`src/rtl/sac_pkg.sv`:
```
package sac_pkg;
	// ----------------------------------------
	// Geometry
	// ----------------------------------------
	localparam int RES_BITS = 16;
	localparam int CLK_PERIOD_PS = 8000;
	// ----------------------------------------
	// Timing, printed figures and derived counts
	// ----------------------------------------
	localparam int POR_WAIT_NS = 20000;
	localparam int CONV_MAX_NS = 3000;
	localparam int ACQ_START_NS = 527;
	localparam int RETRIG_WIN_NS = 40;
	// Longest time rounds down, least time rounds up
	localparam int CONV_CYC = (CONV_MAX_NS * 1000) / CLK_PERIOD_PS;
	localparam int ACQ_CYC = (ACQ_START_NS * 1000 + CLK_PERIOD_PS - 1) / CLK_PERIOD_PS;
	localparam int POR_CYC = (POR_WAIT_NS * 1000 + CLK_PERIOD_PS - 1) / CLK_PERIOD_PS;
	localparam int CNT_W = 12;
	localparam logic [15:0] RESULT_RST = 16'h0000;
	// ----------------------------------------
	// Host command/status register map (AXI4-Lite, byte addresses)
	// ----------------------------------------
	localparam logic [3:0] REG_CTRL = 4'h0;
	localparam logic [3:0] REG_STAT = 4'h4;
	localparam logic [3:0] REG_DATA = 4'h8;
	localparam logic [3:0] REG_DIV = 4'hc;
	localparam int CTRL_START = 0;
	localparam int CTRL_CHAIN = 1;
	localparam int CTRL_SEL = 2;
	localparam int STAT_BUSY = 0;
	localparam int STAT_READY = 1;
	localparam int STAT_VALID = 2;
	localparam logic [7:0] DIV_RST = 8'h04;
	localparam logic [1:0] RESP_OKAY = 2'b00;
	localparam logic [1:0] RESP_SLVERR = 2'b10;
endpackage : sac_pkg

```
`src/rtl/sac_if.sv`:
```
`timescale 1ns/1ps
`default_nettype none
interface sac_if;
	logic conversion_trigger;
	logic busy;
	logic sck;
	logic sdo_o;
	logic sdo_oe;
	logic read_select_or_cascade_input;
	logic chain_mode;
	modport dev (
		input conversion_trigger,
		input sck,
		input read_select_or_cascade_input,
		input chain_mode,
		output busy,
		output sdo_o,
		output sdo_oe
	);
	modport host (
		output conversion_trigger,
		output sck,
		output read_select_or_cascade_input,
		output chain_mode,
		input busy,
		input sdo_o,
		input sdo_oe
	);
endinterface : sac_if
`default_nettype wire

```
`src/rtl/sac_host.sv`:
```
// Design decisions made here: register access over AXI4-Lite and the register addresses.
`timescale 1ns/1ps
`default_nettype none
module sac_host #(
	parameter int POR_CYCLES = sac_pkg::POR_CYC
) (
	input wire logic aclk,
	input wire logic aresetn,
	sac_if.host link,
	input wire logic [3:0] s_axi_awaddr,
	input wire logic s_axi_awvalid,
	output logic s_axi_awready,
	input wire logic [31:0] s_axi_wdata,
	input wire logic [3:0] s_axi_wstrb,
	input wire logic s_axi_wvalid,
	output logic s_axi_wready,
	output logic [1:0] s_axi_bresp,
	output logic s_axi_bvalid,
	input wire logic s_axi_bready,
	input wire logic [3:0] s_axi_araddr,
	input wire logic s_axi_arvalid,
	output logic s_axi_arready,
	output logic [31:0] s_axi_rdata,
	output logic [1:0] s_axi_rresp,
	output logic s_axi_rvalid,
	input wire logic s_axi_rready
);
	import sac_pkg::*;

	initial begin
		if (POR_CYCLES < 1 || POR_CYCLES > 65535)
			$error("sac_host: bad POR_CYCLES");
	end

	// ----------------------------------------
	// Sync of device pins
	// ----------------------------------------
	logic [1:0] busy_s_q, sdo_s_q;
	logic busy_last_q;
	always_ff @(posedge aclk) begin
		busy_s_q <= {busy_s_q[0], link.busy};
		sdo_s_q <= {sdo_s_q[0], link.sdo_o};
		busy_last_q <= busy_s_q[1];
	end
	wire busy_fall = ~busy_s_q[1] & busy_last_q;

	// ----------------------------------------
	// Registers and AXI4-Lite slave
	// ----------------------------------------
	logic chain_q, sel_q, valid_q, por_ok_q, start_q;
	logic [7:0] div_q;
	logic [15:0] por_cnt_q, data_q;
	logic aw_q, w_q;
	logic [3:0] awaddr_q;
	logic [31:0] wdata_q;
	wire do_write = aw_q & w_q & ~s_axi_bvalid;
	wire wr_ctrl = do_write && awaddr_q == REG_CTRL;
	wire wr_div = do_write && awaddr_q == REG_DIV;
	wire wr_ok = wr_ctrl | wr_div;
	typedef enum logic [1:0] {
		SAC_H_IDLE = 2'b00,
		SAC_H_CONV = 2'b01,
		SAC_H_READ = 2'b10
	} sac_hstate_t;
	sac_hstate_t hst_q;
	wire ready = por_ok_q && hst_q == SAC_H_IDLE;
	wire [31:0] stat_w = {29'h0, valid_q, ready, hst_q != SAC_H_IDLE};
	wire [31:0] rd_w = (s_axi_araddr == REG_CTRL) ? {29'h0, sel_q, chain_q, 1'b0} :
		(s_axi_araddr == REG_STAT) ? stat_w :
		(s_axi_araddr == REG_DATA) ? {16'h0, data_q} :
		(s_axi_araddr == REG_DIV) ? {24'h0, div_q} : 32'h0;
	wire rd_ok = s_axi_araddr[1:0] == 2'b00;

	always_ff @(posedge aclk) begin
		if (!aresetn) begin
			aw_q <= 1'b0;
			w_q <= 1'b0;
			awaddr_q <= 4'h0;
			wdata_q <= 32'h0;
			s_axi_bvalid <= 1'b0;
			s_axi_bresp <= RESP_OKAY;
			s_axi_rvalid <= 1'b0;
			s_axi_rdata <= 32'h0;
			s_axi_rresp <= RESP_OKAY;
		end else begin
			if (s_axi_awvalid && s_axi_awready) begin
				aw_q <= 1'b1;
				awaddr_q <= s_axi_awaddr;
			end
			if (s_axi_wvalid && s_axi_wready) begin
				w_q <= 1'b1;
				wdata_q <= s_axi_wdata;
			end
			if (do_write) begin
				aw_q <= 1'b0;
				w_q <= 1'b0;
				s_axi_bvalid <= 1'b1;
				s_axi_bresp <= wr_ok ? RESP_OKAY : RESP_SLVERR;
			end else if (s_axi_bready)
				s_axi_bvalid <= 1'b0;
			if (s_axi_arvalid && s_axi_arready) begin
				s_axi_rvalid <= 1'b1;
				s_axi_rdata <= rd_w;
				s_axi_rresp <= rd_ok ? RESP_OKAY : RESP_SLVERR;
			end else if (s_axi_rready)
				s_axi_rvalid <= 1'b0;
		end
	end
	assign s_axi_awready = ~aw_q & ~s_axi_bvalid;
	assign s_axi_wready = ~w_q & ~s_axi_bvalid;
	assign s_axi_arready = ~s_axi_rvalid;

	// ----------------------------------------
	// Conversion and readout engine
	// ----------------------------------------
	logic [7:0] div_cnt_q;
	logic [4:0] bit_q;
	logic trig_q, sck_q, rsel_q, chain_o_q;
	wire tick = div_cnt_q == 8'h00;
	// Start is refused until the settle wait ends
	wire go = wr_ctrl && wdata_q[CTRL_START] && ready;
	// Read sample lands one tick after a rising SCK, before the SDO change it causes is through both syncs (div_q below 6)
	always_ff @(posedge aclk) begin
		if (!aresetn) begin
			por_cnt_q <= 16'h0;
			por_ok_q <= 1'b0;
			chain_q <= 1'b0;
			sel_q <= 1'b0;
			div_q <= DIV_RST;
			div_cnt_q <= 8'h0;
			hst_q <= SAC_H_IDLE;
			valid_q <= 1'b0;
			data_q <= 16'h0;
			bit_q <= 5'h0;
			trig_q <= 1'b0;
			sck_q <= 1'b0;
			rsel_q <= 1'b1;
		end else begin
			if (!por_ok_q) begin
				por_cnt_q <= por_cnt_q + 16'h1;
				por_ok_q <= por_cnt_q == 16'(POR_CYCLES - 1);
			end
			if (wr_ctrl) begin
				chain_q <= wdata_q[CTRL_CHAIN];
				sel_q <= wdata_q[CTRL_SEL];
			end
			if (wr_div)
				div_q <= (wdata_q[7:0] == 8'h0) ? 8'h1 : wdata_q[7:0];
			div_cnt_q <= tick ? div_q - 8'h1 : div_cnt_q - 8'h1;
			case (hst_q)
				SAC_H_IDLE: begin
					rsel_q <= ~chain_q & ~sel_q;
					if (go) begin
						trig_q <= 1'b1;
						valid_q <= 1'b0;
						hst_q <= SAC_H_CONV;
					end
				end
				SAC_H_CONV: begin
					if (busy_fall) begin
						trig_q <= 1'b0;
						rsel_q <= 1'b0;
						bit_q <= 5'h0;
						hst_q <= SAC_H_READ;
					end
				end
				SAC_H_READ: begin
					if (tick) begin
						sck_q <= ~sck_q;
						if (sck_q) begin
							data_q <= {data_q[14:0], sdo_s_q[1]};
							bit_q <= bit_q + 5'h1;
							if (bit_q == 5'd15) begin
								valid_q <= 1'b1;
								rsel_q <= 1'b1;
								hst_q <= SAC_H_IDLE;
							end
						end
					end
				end
				default: hst_q <= SAC_H_IDLE;
			endcase
		end
	end
	always_ff @(posedge aclk) begin
		if (!aresetn)
			chain_o_q <= 1'b0;
		else
			chain_o_q <= chain_q;
	end

	assign link.conversion_trigger = trig_q;
	assign link.sck = sck_q;
	assign link.read_select_or_cascade_input = rsel_q;
	assign link.chain_mode = chain_o_q;
endmodule : sac_host
`default_nettype wire

```
`src/flat_wrapper.sv`:
```
// flat-port wrapper written by rule: the top's interface ports become plain ports
module sac_host_flat import sac_pkg::*;
#(
	parameter int POR_CYCLES = sac_pkg::POR_CYC
)
  (aclk, aresetn, s_axi_awaddr, s_axi_awvalid, s_axi_awready, s_axi_wdata, s_axi_wstrb, s_axi_wvalid, s_axi_wready, s_axi_bresp, s_axi_bvalid, s_axi_bready, s_axi_araddr, s_axi_arvalid, s_axi_arready, s_axi_rdata, s_axi_rresp, s_axi_rvalid, s_axi_rready, link_conversion_trigger, link_sck, link_read_select_or_cascade_input, link_chain_mode, link_busy, link_sdo_o, link_sdo_oe);
  sac_if link_i ();
  input wire logic aclk;
  input wire logic aresetn;
  input wire logic [3:0] s_axi_awaddr;
  input wire logic s_axi_awvalid;
  output logic s_axi_awready;
  input wire logic [31:0] s_axi_wdata;
  input wire logic [3:0] s_axi_wstrb;
  input wire logic s_axi_wvalid;
  output logic s_axi_wready;
  output logic [1:0] s_axi_bresp;
  output logic s_axi_bvalid;
  input wire logic s_axi_bready;
  input wire logic [3:0] s_axi_araddr;
  input wire logic s_axi_arvalid;
  output logic s_axi_arready;
  output logic [31:0] s_axi_rdata;
  output logic [1:0] s_axi_rresp;
  output logic s_axi_rvalid;
  input wire logic s_axi_rready;
  output wire logic [$bits(link_i.conversion_trigger)-1:0] link_conversion_trigger;
  output wire logic [$bits(link_i.sck)-1:0] link_sck;
  output wire logic [$bits(link_i.read_select_or_cascade_input)-1:0] link_read_select_or_cascade_input;
  output wire logic [$bits(link_i.chain_mode)-1:0] link_chain_mode;
  input wire logic [$bits(link_i.busy)-1:0] link_busy;
  input wire logic [$bits(link_i.sdo_o)-1:0] link_sdo_o;
  input wire logic [$bits(link_i.sdo_oe)-1:0] link_sdo_oe;
  assign link_conversion_trigger = link_i.conversion_trigger;
  assign link_sck = link_i.sck;
  assign link_read_select_or_cascade_input = link_i.read_select_or_cascade_input;
  assign link_chain_mode = link_i.chain_mode;
  assign link_i.busy = link_busy;
  assign link_i.sdo_o = link_sdo_o;
  assign link_i.sdo_oe = link_sdo_oe;
  sac_host #(.POR_CYCLES(POR_CYCLES)) u_core (.aclk(aclk), .aresetn(aresetn), .link(link_i), .s_axi_awaddr(s_axi_awaddr), .s_axi_awvalid(s_axi_awvalid), .s_axi_awready(s_axi_awready), .s_axi_wdata(s_axi_wdata), .s_axi_wstrb(s_axi_wstrb), .s_axi_wvalid(s_axi_wvalid), .s_axi_wready(s_axi_wready), .s_axi_bresp(s_axi_bresp), .s_axi_bvalid(s_axi_bvalid), .s_axi_bready(s_axi_bready), .s_axi_araddr(s_axi_araddr), .s_axi_arvalid(s_axi_arvalid), .s_axi_arready(s_axi_arready), .s_axi_rdata(s_axi_rdata), .s_axi_rresp(s_axi_rresp), .s_axi_rvalid(s_axi_rvalid), .s_axi_rready(s_axi_rready));
endmodule
```
`config.mk`:
```
export PLATFORM = sky130hd
export DESIGN_NAME = sac_host_flat
export DESIGN_NICKNAME = d
export VERILOG_FILES = /design/src/rtl/sac_pkg.sv /design/src/rtl/sac_if.sv /design/src/rtl/sac_host.sv /design/src/flat_wrapper.sv
export SDC_FILE = /design/constraint.sdc
export NUM_CORES = 1
export LEC_CHECK = 0
export BUFFER_PORTS_ARGS = -buffer_cell sky130_fd_sc_hd__buf_4
export CORE_UTILIZATION = 54
export DETAILED_ROUTE_END_ITERATION = 6
export PLACE_DENSITY = 0.8
export SKIP_CTS_REPAIR_TIMING = 1
export SLEW_MARGIN = 20
export SYNTH_ARGS = -nofsm -noshare
export SYNTH_HDL_FRONTEND = slang
export SYNTH_SLANG_ARGS = --single-unit
```
`constraint.sdc`:
```
create_clock -name aclk -period 2.9 [get_ports aclk]
set_clock_uncertainty 0.2 [all_clocks]
set_input_delay 0.145 -clock aclk [delete_from_list [all_inputs] [get_ports aclk]]
set_output_delay 0.145 -clock aclk [all_outputs]
set_load 0.05 [all_outputs]
```
==> reports/metrics.cfg, run 1 <==
[grt]
grt_pass1_wl_um = 16570
grt_pass1_vias = 3671
grt_overflow_total = 0
antenna_found_initial = 0
grt_max_degree = 38
globalRouteTotalUtil_pct = 24.10

[sta]
slew_viol_final = 0
setup_viol = 0
worst_slack_ns = 0.3284
grt_setup_unrepaired = false
tightestPinTransition_ns = 0.6001
fin_setup_tns_ns = 0
period_share_pct = 88.68
max_freq_mhz = 388.9
period_minus_slack_ns = 2.572
slew_headroom_pct = 59.99
final-hold-violation-count = 0

[min_path]
worst_hold_path_type = primary input to flip-flop

[floorplanning]
die_h_um = 92.95
dieArea_um2 = 8640
rows = 32
coreArea_um2 = 7848
start_util_pct = 56.92
io_pins = 99
die_w_um = 92.95

[route]
antenna_left = 0
wl_um = 10210
drtPass1Iterations = 6
drc = 0
num_vias = 3839
drtIter0Drc = 220
routed_via_density = 5.654
wire_per_inst_um = 15.03

[clock_tree]
clkSlewWorstSetupHoldPaths_ns = 0.10
cts.htree.levels = 3
insertion_delay_ns = 0.36
cts_root_buffer = clkbuf_8
cts_buffer_depth = 2
cts.sinks = 102
cts_buffers = 9
cts_tree = yes

[synthesis]
ys_ff_latch = 102
synth_top_area_share_pct = 45.71
synthDistinctLibCells = 57
ys.warnings.count = 0
async_reset_ff_share_pct = 0
ys.flop_type = dfxtp_1
synth_area_um2 = 4467
synth.area.top_cells = dfxtp_1 (46%), nand2_1 (6.0%), mux2i_1 (4.7%), nor2_1 (4.5%), a21oi_1 (4.5%)
ys_seq_area_share_pct = 45.71
postSynthAreaPerCell_um2 = 8.776
synth_edf_count = 0
postSynthCellCount = 509
synth_top_area_cell = dfxtp_1

[power]
peakVddDrop_mv = 0.3452
p_per_area_nw_per_um2 = 570.6
p_leak_nw = 2.039

[setup_path]
cp_max_fo = 10
start_kind = flip-flop
cp_slowest_cell = dfxtp_1
cp.required_ns = 2.95
critPathKind = flip-flop to flip-flop
r2r_setup_slack_ns = 0.33
arrival_ns = 2.62
cp-end-kind = flip-flop
critPathMaxStageDelay_ns = 0.52
path_cells = or4_1 -> nor2_1 -> a21oi_1 -> ha_1 -> or3b_2 -> nor3_1 -> o32a_1 -> o22ai_1

[finish]
finalNetCount = 636
drive_gt1_share_pct = 14.90
insertedDiodeCount = 0
area_delta_synth_final_pct = 17.82
final_cells = 679

[run_status]
outcome = completed

[place]
pre_cts_slack_ns = 0.3911
dp_cells = 646
hpwl_um = 6920
gp_congestion = 0.8144
io_buffers = 51

[flow_run]
cap_violations = 0

[through the flow]
step	hold slack (ns)	total power, W	util [%]	area [um2]
finish	0.02216	0.003003	67.06	5263
global route	0.06235	0.003142	67.06	5263
global placement	0.05075	0.002091	62.31	4890
floorplan	-0.02728	0.001968	-	4531
CTS	-0.3369	0.002981	64.76	5082
detailed placement	0.05059	0.002110	62.31	4890
[routing by layer]
| metal | global-route usage, % | up-vias | routed length (um) |
|---|---|---|---|
| met3 | 6.322 | 23 | 438 |
| met4 | 8.205 | 0 | 229 |
| met5 | 0 | - | 0 |
| li1 | - | 1876 | - |
| met2 | 43.75 | 119 | 5441 |
| met1 | 27.05 | 1821 | 4097 |
[final timing paths]
path | from | endpoint | cells after the start
max | u_core.div_cnt_q[4] | u_core.div_cnt_q[4] | 8
min | s_axi_wvalid | u_core.wdata_q[6] | 4
max reg2reg | u_core.div_cnt_q[4] | u_core.div_cnt_q[4] | 8
min reg2reg | u_core.busy_s_q[0] | u_core.busy_s_q[1] | 0
[flip-flops by register name, indices dropped and copies added (netlist names), 2 cells and up]
signal              flops
u_core.wdata_q          8
u_core.div_cnt_q        8
u_core.awaddr_q         4
u_core.por_cnt_q       16
u_core.s_axi_rdata     16
u_core.data_q          16
u_core.div_q            8
u_core.bit_q            5
u_core.busy_s_q         2
u_core.sdo_s_q          2
u_core.hst_q            2
[power by group]
group	switching [W]	internal, W	leakage (nW)
logic	0.000353	0.000231	1.11
registers	0.0000729	0.00146	0.829
clock network	0.000484	0.000402	0.0965
total	0.000910	0.00209	2.04
[critical path: cells and delay by family (launching register included)]
kind | cells | cell delay, ns
adders and majority gates | 1 | 0.21
DFF | 1 | 0.52
AOI/OAI and AO/OA | 3 | 0.47
and+or+nand+nor | 4 | 1.06
[cells in the final DEF (no fill, tap or decap), drive strengths merged, types with 4 or more instances in the layout]
cell,synthesis,routed
a211oi,4,4
a21oi,40,40
a22oi,10,10
a2bb2oi,7,7
a31oi,6,6
and2,6,6
buf,22,60
clkbuf,20,9
conb,1,18
dfxtp,102,102
dlygate4sd3,0,18
ha,9,9
inv,15,19
mux2i,21,21
nand2,71,71
nand2b,7,7
nand3,9,9
nand3b,4,4
nor2,54,54
nor3,13,13
nor4,13,13
o21ai,8,8
or3,6,6
or4,6,6
xnor2,9,9
xor2,5,5
[synth_stat cells (all sizes together) (2+ instances only)]
library cell	instances
or3	6
dfxtp	102
and2	6
nor3	13
nand4	3
o31ai	3
a41oi	2
xor2	5
a21oi	40
a31oi	6
clkbuf	20
nand2	71
o21bai	2
inv	15
mux4	2
nor4b	2
a22oi	10
nor2	54
ha	9
and3b	2
nand3b	4
or4	6
mux2i	21
o32a	2
nand3	9
o31a	2
buf	22
xnor2	9
o311ai	2
a211oi	4
nor4	13
nand2b	7
o311a	2
a2bb2oi	7
o21ai	8
o211ai	2
[cells by family after synthesis]
logic type | Yosys count | synth area share [%]
buffers and inverters | 58 | 6.526
AO/OA/AOI/OAI | 98 | 14.71
flip-flops | 102 | 45.71
adder cells (fa/ha/maj) | 9 | 2.521
XOR/XNOR | 14 | 2.745
other | 1 | 0.08395
AND/OR/NAND/NOR | 204 | 21.99
multiplexers | 23 | 5.714
[area by class of cell]
| type | instances | area, um2 |
|---|---|---|
| inverters | 16 | 60.06 |
| well taps | 102 | 127.6 |
| repair buffers | 78 | 643.1 |
| multi-input cells | 366 | 2197 |
| clock buffers | 9 | 123.9 |
| fillers | 638 | 2585 |
| clock inverters | 6 | 68.82 |
| flip-flops and latches | 102 | 2042 |
Note: power is estimated with default switching activity, not from simulation.
==> run 2, diff against run 1 <==
--- a/config.mk
+++ b/config.mk
@@ -6,11 +6,11 @@
 export NUM_CORES = 1
 export LEC_CHECK = 0
 export BUFFER_PORTS_ARGS = -buffer_cell sky130_fd_sc_hd__buf_4
-export CORE_UTILIZATION = 54
+export CORE_UTILIZATION = 49
 export DETAILED_ROUTE_END_ITERATION = 6
-export PLACE_DENSITY = 0.8
+export PLACE_DENSITY = 0.76
 export SKIP_CTS_REPAIR_TIMING = 1
-export SLEW_MARGIN = 20
+export SLEW_MARGIN = 0
 export SYNTH_ARGS = -nofsm -noshare
 export SYNTH_HDL_FRONTEND = slang
 export SYNTH_SLANG_ARGS = --single-unit
==> constraint.sdc (replaced) <==
create_clock -name aclk -period 2.18 [get_ports aclk]
set_clock_uncertainty 0.2 [all_clocks]
set_input_delay 0.109 -clock aclk [delete_from_list [all_inputs] [get_ports aclk]]
set_output_delay 0.109 -clock aclk [all_outputs]
set_load 0.05 [all_outputs]
==> run 2 against run 1 <==
  * The run now ends with negative setup slack left
  * Register-to-register slack got worse by 0.36 ns
  * First-iteration DRC count up 24%
  * Die area up 10%
  * Routed wire length is 3.5% lower
  * Sequential cell count unchanged
  * Count of clock-buffer cells in the layout did not move
  * Via count is 1.6% higher
  * Hold slack got worse by 0.016 ns
  * Cell count grew 3.8%
  * Sequential share of layout area fell by 1.8 points
  * Global-route usage decreased by 3.7 points
  * Critical path type unchanged
==> reports/metrics.cfg, run 2 (synthesis gave the netlist of run 1 again) <==
[finish]
layout_common_cells = dfxtp_1 (99), buf_4 (77), nand2_1 (71)  ; was dfxtp_1 (102), nand2_1 (71), buf_4 (59)
seqCellArea_um2 = 2046  ; was 2042 um2
area_delta_synth_final_pct = 23.61  ; was 17.82%
drive_gt1_share_pct = 20.94  ; was 14.90%
multi_input_area_um2 = 2293  ; was 2197 um2
finalNetCount = 655  ; was 636
reg_top3 = u_core.data_q (16), u_core.por_cnt_q (16), u_core.s_axi_rdata (16)  ; unchanged
utilization_pct = 63.01  ; was 67.06%
mostFrequentLayoutCell = dfxtp_1  ; unchanged
fill_cells = 740  ; was 638
insertedDiodeCount = 0  ; unchanged

[clock_tree]
cts.sinks = 102  ; unchanged
cts.htree.levels = 3  ; unchanged
insertion_delay_ns = 0.35  ; was 0.36 ns
cts_tree = yes  ; unchanged
cts_root_buffer = clkbuf_8  ; unchanged
clkSlewWorstSetupHoldPaths_ns = 0.09  ; was 0.10 ns
cts_buffer_depth = 2  ; unchanged
cts_buffers = 9  ; unchanged

[floorplanning]
rows = 34  ; was 32
coreArea_um2 = 8763  ; was 7848 um2
die_h_um = 97.48  ; was 92.95 um
io_pins = 99  ; unchanged
die_w_um = 97.48  ; was 92.95 um
dieArea_um2 = 9501  ; was 8640 um2
start_util_pct = 50.97  ; was 56.92%

[power]
power_w = 0.004196  ; was 0.003003 W
p_leak_nw = 2.148  ; was 2.039 nW
peakVddDrop_mv = 0.5317  ; was 0.3452 mV
p_per_area_nw_per_um2 = 760.0  ; was 570.6 nW/um2

[route]
drc = 0  ; unchanged
drtIter0Drc = 272  ; was 220
antenna_left = 0  ; unchanged
wl_um = 9847  ; was 10210 um
wire_per_inst_um = 13.97  ; was 15.03 um
routed_via_density = 5.532  ; was 5.654
drtPass1Iterations = 6  ; unchanged
num_vias = 3900  ; was 3839

[grt]
antenna_found_initial = 0  ; unchanged
globalRouteTotalUtil_pct = 20.43  ; was 24.10%
grt_pass1_wl_um = 15850  ; was 16570 um
grt_pass1_vias = 3505  ; was 3671
grt_max_degree = 55  ; was 38
grt_overflow_total = 0  ; unchanged

[sta]
final-hold-violation-count = 0  ; unchanged
setup_viol = 2  ; was 0
grt_setup_unrepaired = true  ; was false
slew_headroom_pct = 58.88  ; was 59.99%
slew_viol_final = 0  ; unchanged
whs_ns = 0.005739  ; was 0.02216 ns
tightestPinTransition_ns = 0.6147  ; was 0.6001 ns
period_share_pct = 101.3  ; was 88.68%
worst_slack_ns = -0.02800  ; was 0.3284 ns
period_minus_slack_ns = 2.208  ; was 2.572 ns
max_freq_mhz = 452.9  ; was 388.9 MHz

[min_path]
worst_hold_path_type = primary input to flip-flop  ; unchanged

[setup_path]
cp_slowest_cell = or4_4  ; was dfxtp_1
cp.required_ns = 2.26  ; was 2.95 ns
cp-end-kind = flip-flop  ; unchanged
start_kind = flip-flop  ; unchanged
critPathMaxStageDelay_ns = 0.57  ; was 0.52 ns
cp_max_fo = 5  ; was 10
path_buf_inv = 0  ; unchanged
arrival_ns = 2.29  ; was 2.62 ns
path_cells = or4_4 -> nor2_4 -> a21oi_1 -> ha_2 -> or3b_4 -> nor4_2 -> a2bb2oi_2 -> a211oi_2  ; was or4_1 -> nor2_1 -> a21oi_1 -> ha_1 -> or3b_2 -> nor3_1 -> o32a_1 -> o22ai_1
critPathKind = flip-flop to flip-flop  ; unchanged
critPathTopFamily = simple AND/OR/NAND/NOR gates  ; unchanged

[place]
hpwl_um = 6870  ; was 6920 um
gp_congestion = 0.8663  ; was 0.8144
io_buffers = 51  ; unchanged

[run_status]
violations = negative setup slack
outcome = finished, violations left  ; was completed

[flow_run]
cap_violations = 0  ; unchanged

==> run 2: area by class of cell <==
| class | instances | share of cell area [%] |
|---|---|---|
| flip-flops and latches | 102 | 37.05 |
| well taps | 108 | 2.447 |
| inverters | 16 | 1.088 |
| repair buffers | 97 | 14.30 |
| clock buffers | 9 | 2.243 |
| clock inverters | 7 | 1.337 |
| multi-input cells | 366 | 41.54 |
==> run 2: where the power goes <==
group / leakage (nW) / internal [W] / total, W / switching [W]
Sequential: 0.830 / 0.00194 / 0.00200 / 0.0000601
Combinational: 1.22 / 0.000443 / 0.00103 / 0.000589
Clock: 0.0996 / 0.000535 / 0.00116 / 0.000625
==> run 2: per-stage QoR <==
stage	instances	worst slack (ns)	setup TNS [ns]	instance area (um2)
floorplan	526	-0.02960	-0.05229	4594
finish	705	-0.02800	-0.04907	5522
global placement	671	-0.04571	-0.08467	5087
detailed placement	671	-0.1096	-0.2715	5087
CTS	687	-0.1308	-0.4499	5285
global route	705	-0.1055	-0.2004	5522
==> run 2: path summary, 6_finish.rpt <==
path,from,endpoint,slack [ns],depth (start not counted)
min reg2reg,u_core.sdo_s_q[0],u_core.sdo_s_q[1],0.14,0
max,u_core.div_cnt_q[2],u_core.div_cnt_q[6],-0.03,8
min,aresetn,u_core.aw_q,0.006,3
max reg2reg,u_core.div_cnt_q[2],u_core.div_cnt_q[6],-0.03,8
==> run 2: layer usage <==
layer  GRT usage (%)  vias to the layer above  wire (um)
met5               0                        -          0
met4           5.204                        0        112
met3           4.460                       10        340
met2           37.28                       95       5225
met1           24.12                     1870       4168
li1                -                     1925          -
==> run 2: worst reg2reg max path, stage by stage, from the launching register on <==
cell and delay (ns):
dfxtp_1 0.33, or4_4 0.57, nor2_4 0.15, a21oi_1 0.08, ha_2 0.19, or3b_4 0.27, nor4_2 0.06, a2bb2oi_2 0.14
a211oi_2 0.16
==> run 3, diff against run 2 <==
--- a/config.mk
+++ b/config.mk
@@ -5,6 +5,7 @@
 export SDC_FILE = /design/constraint.sdc
 export NUM_CORES = 1
 export LEC_CHECK = 0
+export ABC_AREA = 1
 export BUFFER_PORTS_ARGS = -buffer_cell sky130_fd_sc_hd__buf_4
 export CORE_UTILIZATION = 49
 export DETAILED_ROUTE_END_ITERATION = 6
==> run 3 against run 2 <==
  * The run ends with negative hold slack left
  * Final area is 4.2% lower
  * Combinational power rose by 11%
  * Hold slack worse by 0.038 ns
  * Cell count grew 10%
  * Critical endpoint is now u_core.data_q[5]
  * Largest power group unchanged
  * Critical path type unchanged
  * Area after synthesis is 0.20% lower
  * Clock power increased by 10%
==> reports/metrics.cfg, run 3 <==
[run_status]
outcome = finished, violations left  ; unchanged
violations = negative hold slack  ; was negative setup slack

[finish]
mostFrequentLayoutCell = nand2_1  ; was dfxtp_1
drive_gt1_share_pct = 14.61  ; was 20.94%
utilization_pct = 60.34  ; was 63.01%
reg_top3 = u_core.data_q (16), u_core.por_cnt_q (16), u_core.s_axi_rdata (16)  ; unchanged
finalNetCount = 729  ; was 655
final_area_um2 = 5288  ; was 5522 um2
insertedDiodeCount = 0  ; unchanged
area_delta_synth_final_pct = 18.61  ; was 23.61%
layout_common_cells = nand2_1 (105), dfxtp_1 (102), a21oi_1 (72)  ; was dfxtp_1 (99), buf_4 (77), nand2_1 (71)

[power]
p_leak_nw = 2.221  ; was 2.148 nW
power.switching_w = 0.001492  ; was 0.001275 W
clock_power_share_pct = 28.4  ; was 27.6%
power.internal_w = 0.003017  ; was 0.002921 W
peakVddDrop_mv = 0.4750  ; was 0.5317 mV
p_sw_share_pct = 33.08  ; was 30.38%
combPwrFrac_pct = 25.3  ; was 24.6%
pwr-share-seq_pct = 46.2  ; was 47.7%
p_per_area_nw_per_um2 = 852.7  ; was 760.0 nW/um2

[grt]
grt_max_degree = 61  ; was 55
antenna_found_initial = 0  ; unchanged
grt_pass1_wl_um = 16190  ; was 15850 um
grt_overflow_total = 0  ; unchanged
globalRouteTotalUtil_pct = 20.92  ; was 20.43%
grt_pass1_vias = 3693  ; was 3505

[synthesis]
ys_top_cells_by_count = nand2_1 (105), dfxtp_1 (102), a21oi_1 (72)  ; was dfxtp_1 (102), nand2_1 (71), nor2_1 (54)
synth_top_area_cell = dfxtp_1  ; unchanged
synth.area.top_cells = dfxtp_1 (46%), nand2_1 (8.8%), a21oi_1 (8.1%), o21ai_0 (6.1%), inv_1 (5.6%)  ; was dfxtp_1 (46%), nand2_1 (6.0%), mux2i_1 (4.7%), nor2_1 (4.5%), a21oi_1 (4.5%)
ys.flop_type = dfxtp_1  ; unchanged
ys_seq_area_share_pct = 45.80  ; was 45.71%
synth_top_area_share_pct = 45.80  ; was 45.71%
ys.warnings.count = 0  ; unchanged
synth_area_um2 = 4458  ; was 4467 um2
ys_ff_latch = 102  ; unchanged
synthDistinctLibCells = 36  ; was 57
postSynthAreaPerCell_um2 = 7.480  ; was 8.776 um2
yosysMostFrequentCell = nand2_1  ; was dfxtp_1
synth_edf_count = 0  ; unchanged
postSynthCellCount = 596  ; was 509
async_reset_ff_share_pct = 0  ; unchanged

[route]
drc = 0  ; unchanged
wl_met2_um = 4696  ; was 5225 um
wl_um = 9757  ; was 9847 um
num_vias = 4006  ; was 3900
antenna_left = 0  ; unchanged
top_layer = met4  ; unchanged
wire_per_inst_um = 12.53  ; was 13.97 um
drt-met1-wl_um = 4430  ; was 4168 um
wl_met3_um = 455  ; was 340 um
drtPass1Iterations = 5  ; was 6
routed_via_density = 5.142  ; was 5.532
drtIter0Drc = 365  ; was 272

[sta]
tightestPinTransition_ns = 0.5795  ; was 0.6147 ns
setup_viol = 0  ; was 2
worst_slack_ns = 0.2116  ; was -0.02800 ns
final-hold-violation-count = 2  ; was 0
max_freq_mhz = 508.0  ; was 452.9 MHz
whs_ns = -0.03275  ; was 0.005739 ns
slew_headroom_pct = 61.13  ; was 58.88%
period_share_pct = 90.30  ; was 101.3%
grt_setup_unrepaired = false  ; was true
slew_viol_final = 0  ; unchanged
period_minus_slack_ns = 1.968  ; was 2.208 ns
fin_setup_tns_ns = 0  ; was -0.04907 ns

[setup_path]
arrival_ns = 2.02  ; was 2.29 ns
crit_start = u_core.hst_q[0]  ; was u_core.div_cnt_q[2]
start_kind = flip-flop  ; unchanged
critPathKind = flip-flop to flip-flop  ; unchanged
cp-end-kind = flip-flop  ; unchanged
cp-endpoint = u_core.data_q[5]  ; was u_core.div_cnt_q[6]
r2r_start = u_core.hst_q[0]  ; was u_core.div_cnt_q[2]
r2r-end = u_core.data_q[5]  ; was u_core.div_cnt_q[6]
cp.required_ns = 2.23  ; was 2.26 ns
r2r_setup_slack_ns = 0.21  ; was -0.03 ns
cp_max_fo = 20  ; was 5
r2r_cells = 8  ; unchanged

[place]
pre_cts_slack_ns = 0.2425  ; was -0.1096 ns
gp_congestion = 0.8777  ; was 0.8663
io_buffers = 51  ; unchanged
placed_cell_area_um2 = 4891  ; was 5087 um2
hpwl_um = 6918  ; was 6870 um

[flow_run]
cap_violations = 0  ; unchanged

[clock_tree]
cts_buffers = 9  ; unchanged
cts_buffer_depth = 2  ; unchanged
cts_tree = yes  ; unchanged
cts.htree.levels = 3  ; unchanged
insertion_delay_ns = 0.37  ; was 0.35 ns
clkSlewWorstSetupHoldPaths_ns = 0.09  ; about the same
cts_root_buffer = clkbuf_8  ; unchanged
cts.sinks = 102  ; unchanged

[floorplanning]
io_pins = 99  ; unchanged
die_w_um = 97.39  ; was 97.48 um
start_util_pct = 50.87  ; was 50.97%
coreArea_um2 = 8763  ; unchanged
dieArea_um2 = 9484  ; was 9501 um2
die_h_um = 97.39  ; was 97.48 um
rows = 34  ; unchanged

[min_path]
worst_hold_path_type = primary input to flip-flop  ; unchanged

==> run 3: changes by cell type after synthesis, moves of 9 or more <==
| cell | previous run | this run |
|---|---|---|
| inv_1 | 15 | 67 |
| nand3_1 | 9 | 19 |
| mux2i_1 | 21 | 0 |
| nand2_1 | 71 | 105 |
| xnor2_1 | 9 | 0 |
| o21ai_0 | 8 | 54 |
| nor2_1 | 54 | 64 |
| nor4_1 | 13 | 3 |
| a21oi_1 | 40 | 72 |
| a22oi_1 | 10 | 0 |
==> run 3: logic make-up after synthesis <==
group / Yosys count / share of synthesized area [%]
buffers and inverters: 105 / 10.64
adders and majority gates: 9 / 2.526
AOI/OAI and AO/OA: 147 / 17.65
other: 1 / 0.08412
and+or+nand+nor: 232 / 23.29
DFF: 102 / 45.80
==> run 3: worst min-delay path by stage <==
stage / start / end / slack [ns] / cells past startpoint
final: s_axi_awvalid / u_core.aw_q / -0.03 / 3
after global routing: s_axi_awvalid / u_core.awaddr_q[0] / -0.0007 / 3
after CTS: link_sdo_o / u_core.sdo_s_q[0] / -0.36 / 1
after detailed placement: link_busy / u_core.busy_s_q[0] / 0.02 / 1
after global placement: link_sdo_o / u_core.sdo_s_q[0] / 0.02 / 1
after floorplan: link_busy / u_core.busy_s_q[0] / -0.06 / 0
==> run 3: area by class of cell <==
cell class | instances | area [um2]
Clock buffer | 11 | 131.4
Clock inverter | 5 | 81.33
Fill cell | 747 | 3476
Inverter | 70 | 266.5
Multi-Input combinational cell | 406 | 2008
Sequential cell | 102 | 2042
Tap cell | 108 | 135.1
Timing Repair Buffer | 77 | 623.1
==> run 3: metal layers <==
layer / track usage, % / vias to the layer above
met5: 0 / -
met4: 7.240 / 0
met3: 5.036 / 16
met2: 35.34 / 104
met1: 26.03 / 1831
li1: - / 2055
==> run 3: critical path, cell delays in order, from the launching register on <==
cell     delay (ns)
dfxtp_1        0.34
inv_1          0.14
ha_1           0.32
inv_1          0.13
nor2_1         0.16
nand2_1        0.12
buf_4          0.22
o21ai_0        0.18
a21oi_1        0.07
==> run 3: stage by stage <==
stage	hold WS (ns)	total power [W]	instances
after floorplan	-0.06328	0.002988	613
after global placement	0.01537	0.003191	745
after detailed placement	0.01790	0.003226	745
after CTS	-0.3643	0.004495	761
after global routing	-0.0006752	0.004741	779
final	-0.03275	0.004509	779
==> run 3: power groups by stage <==
stage	Combinational, W	Clock (W)	Sequential [W]
final	0.00114	0.00128	0.00208
after floorplan	0.000769	0	0.00222
after global routing	0.00126	0.00138	0.00210
after global placement	0.00107	0	0.00212
after CTS	0.00111	0.00130	0.00208
after detailed placement	0.00110	0	0.00212
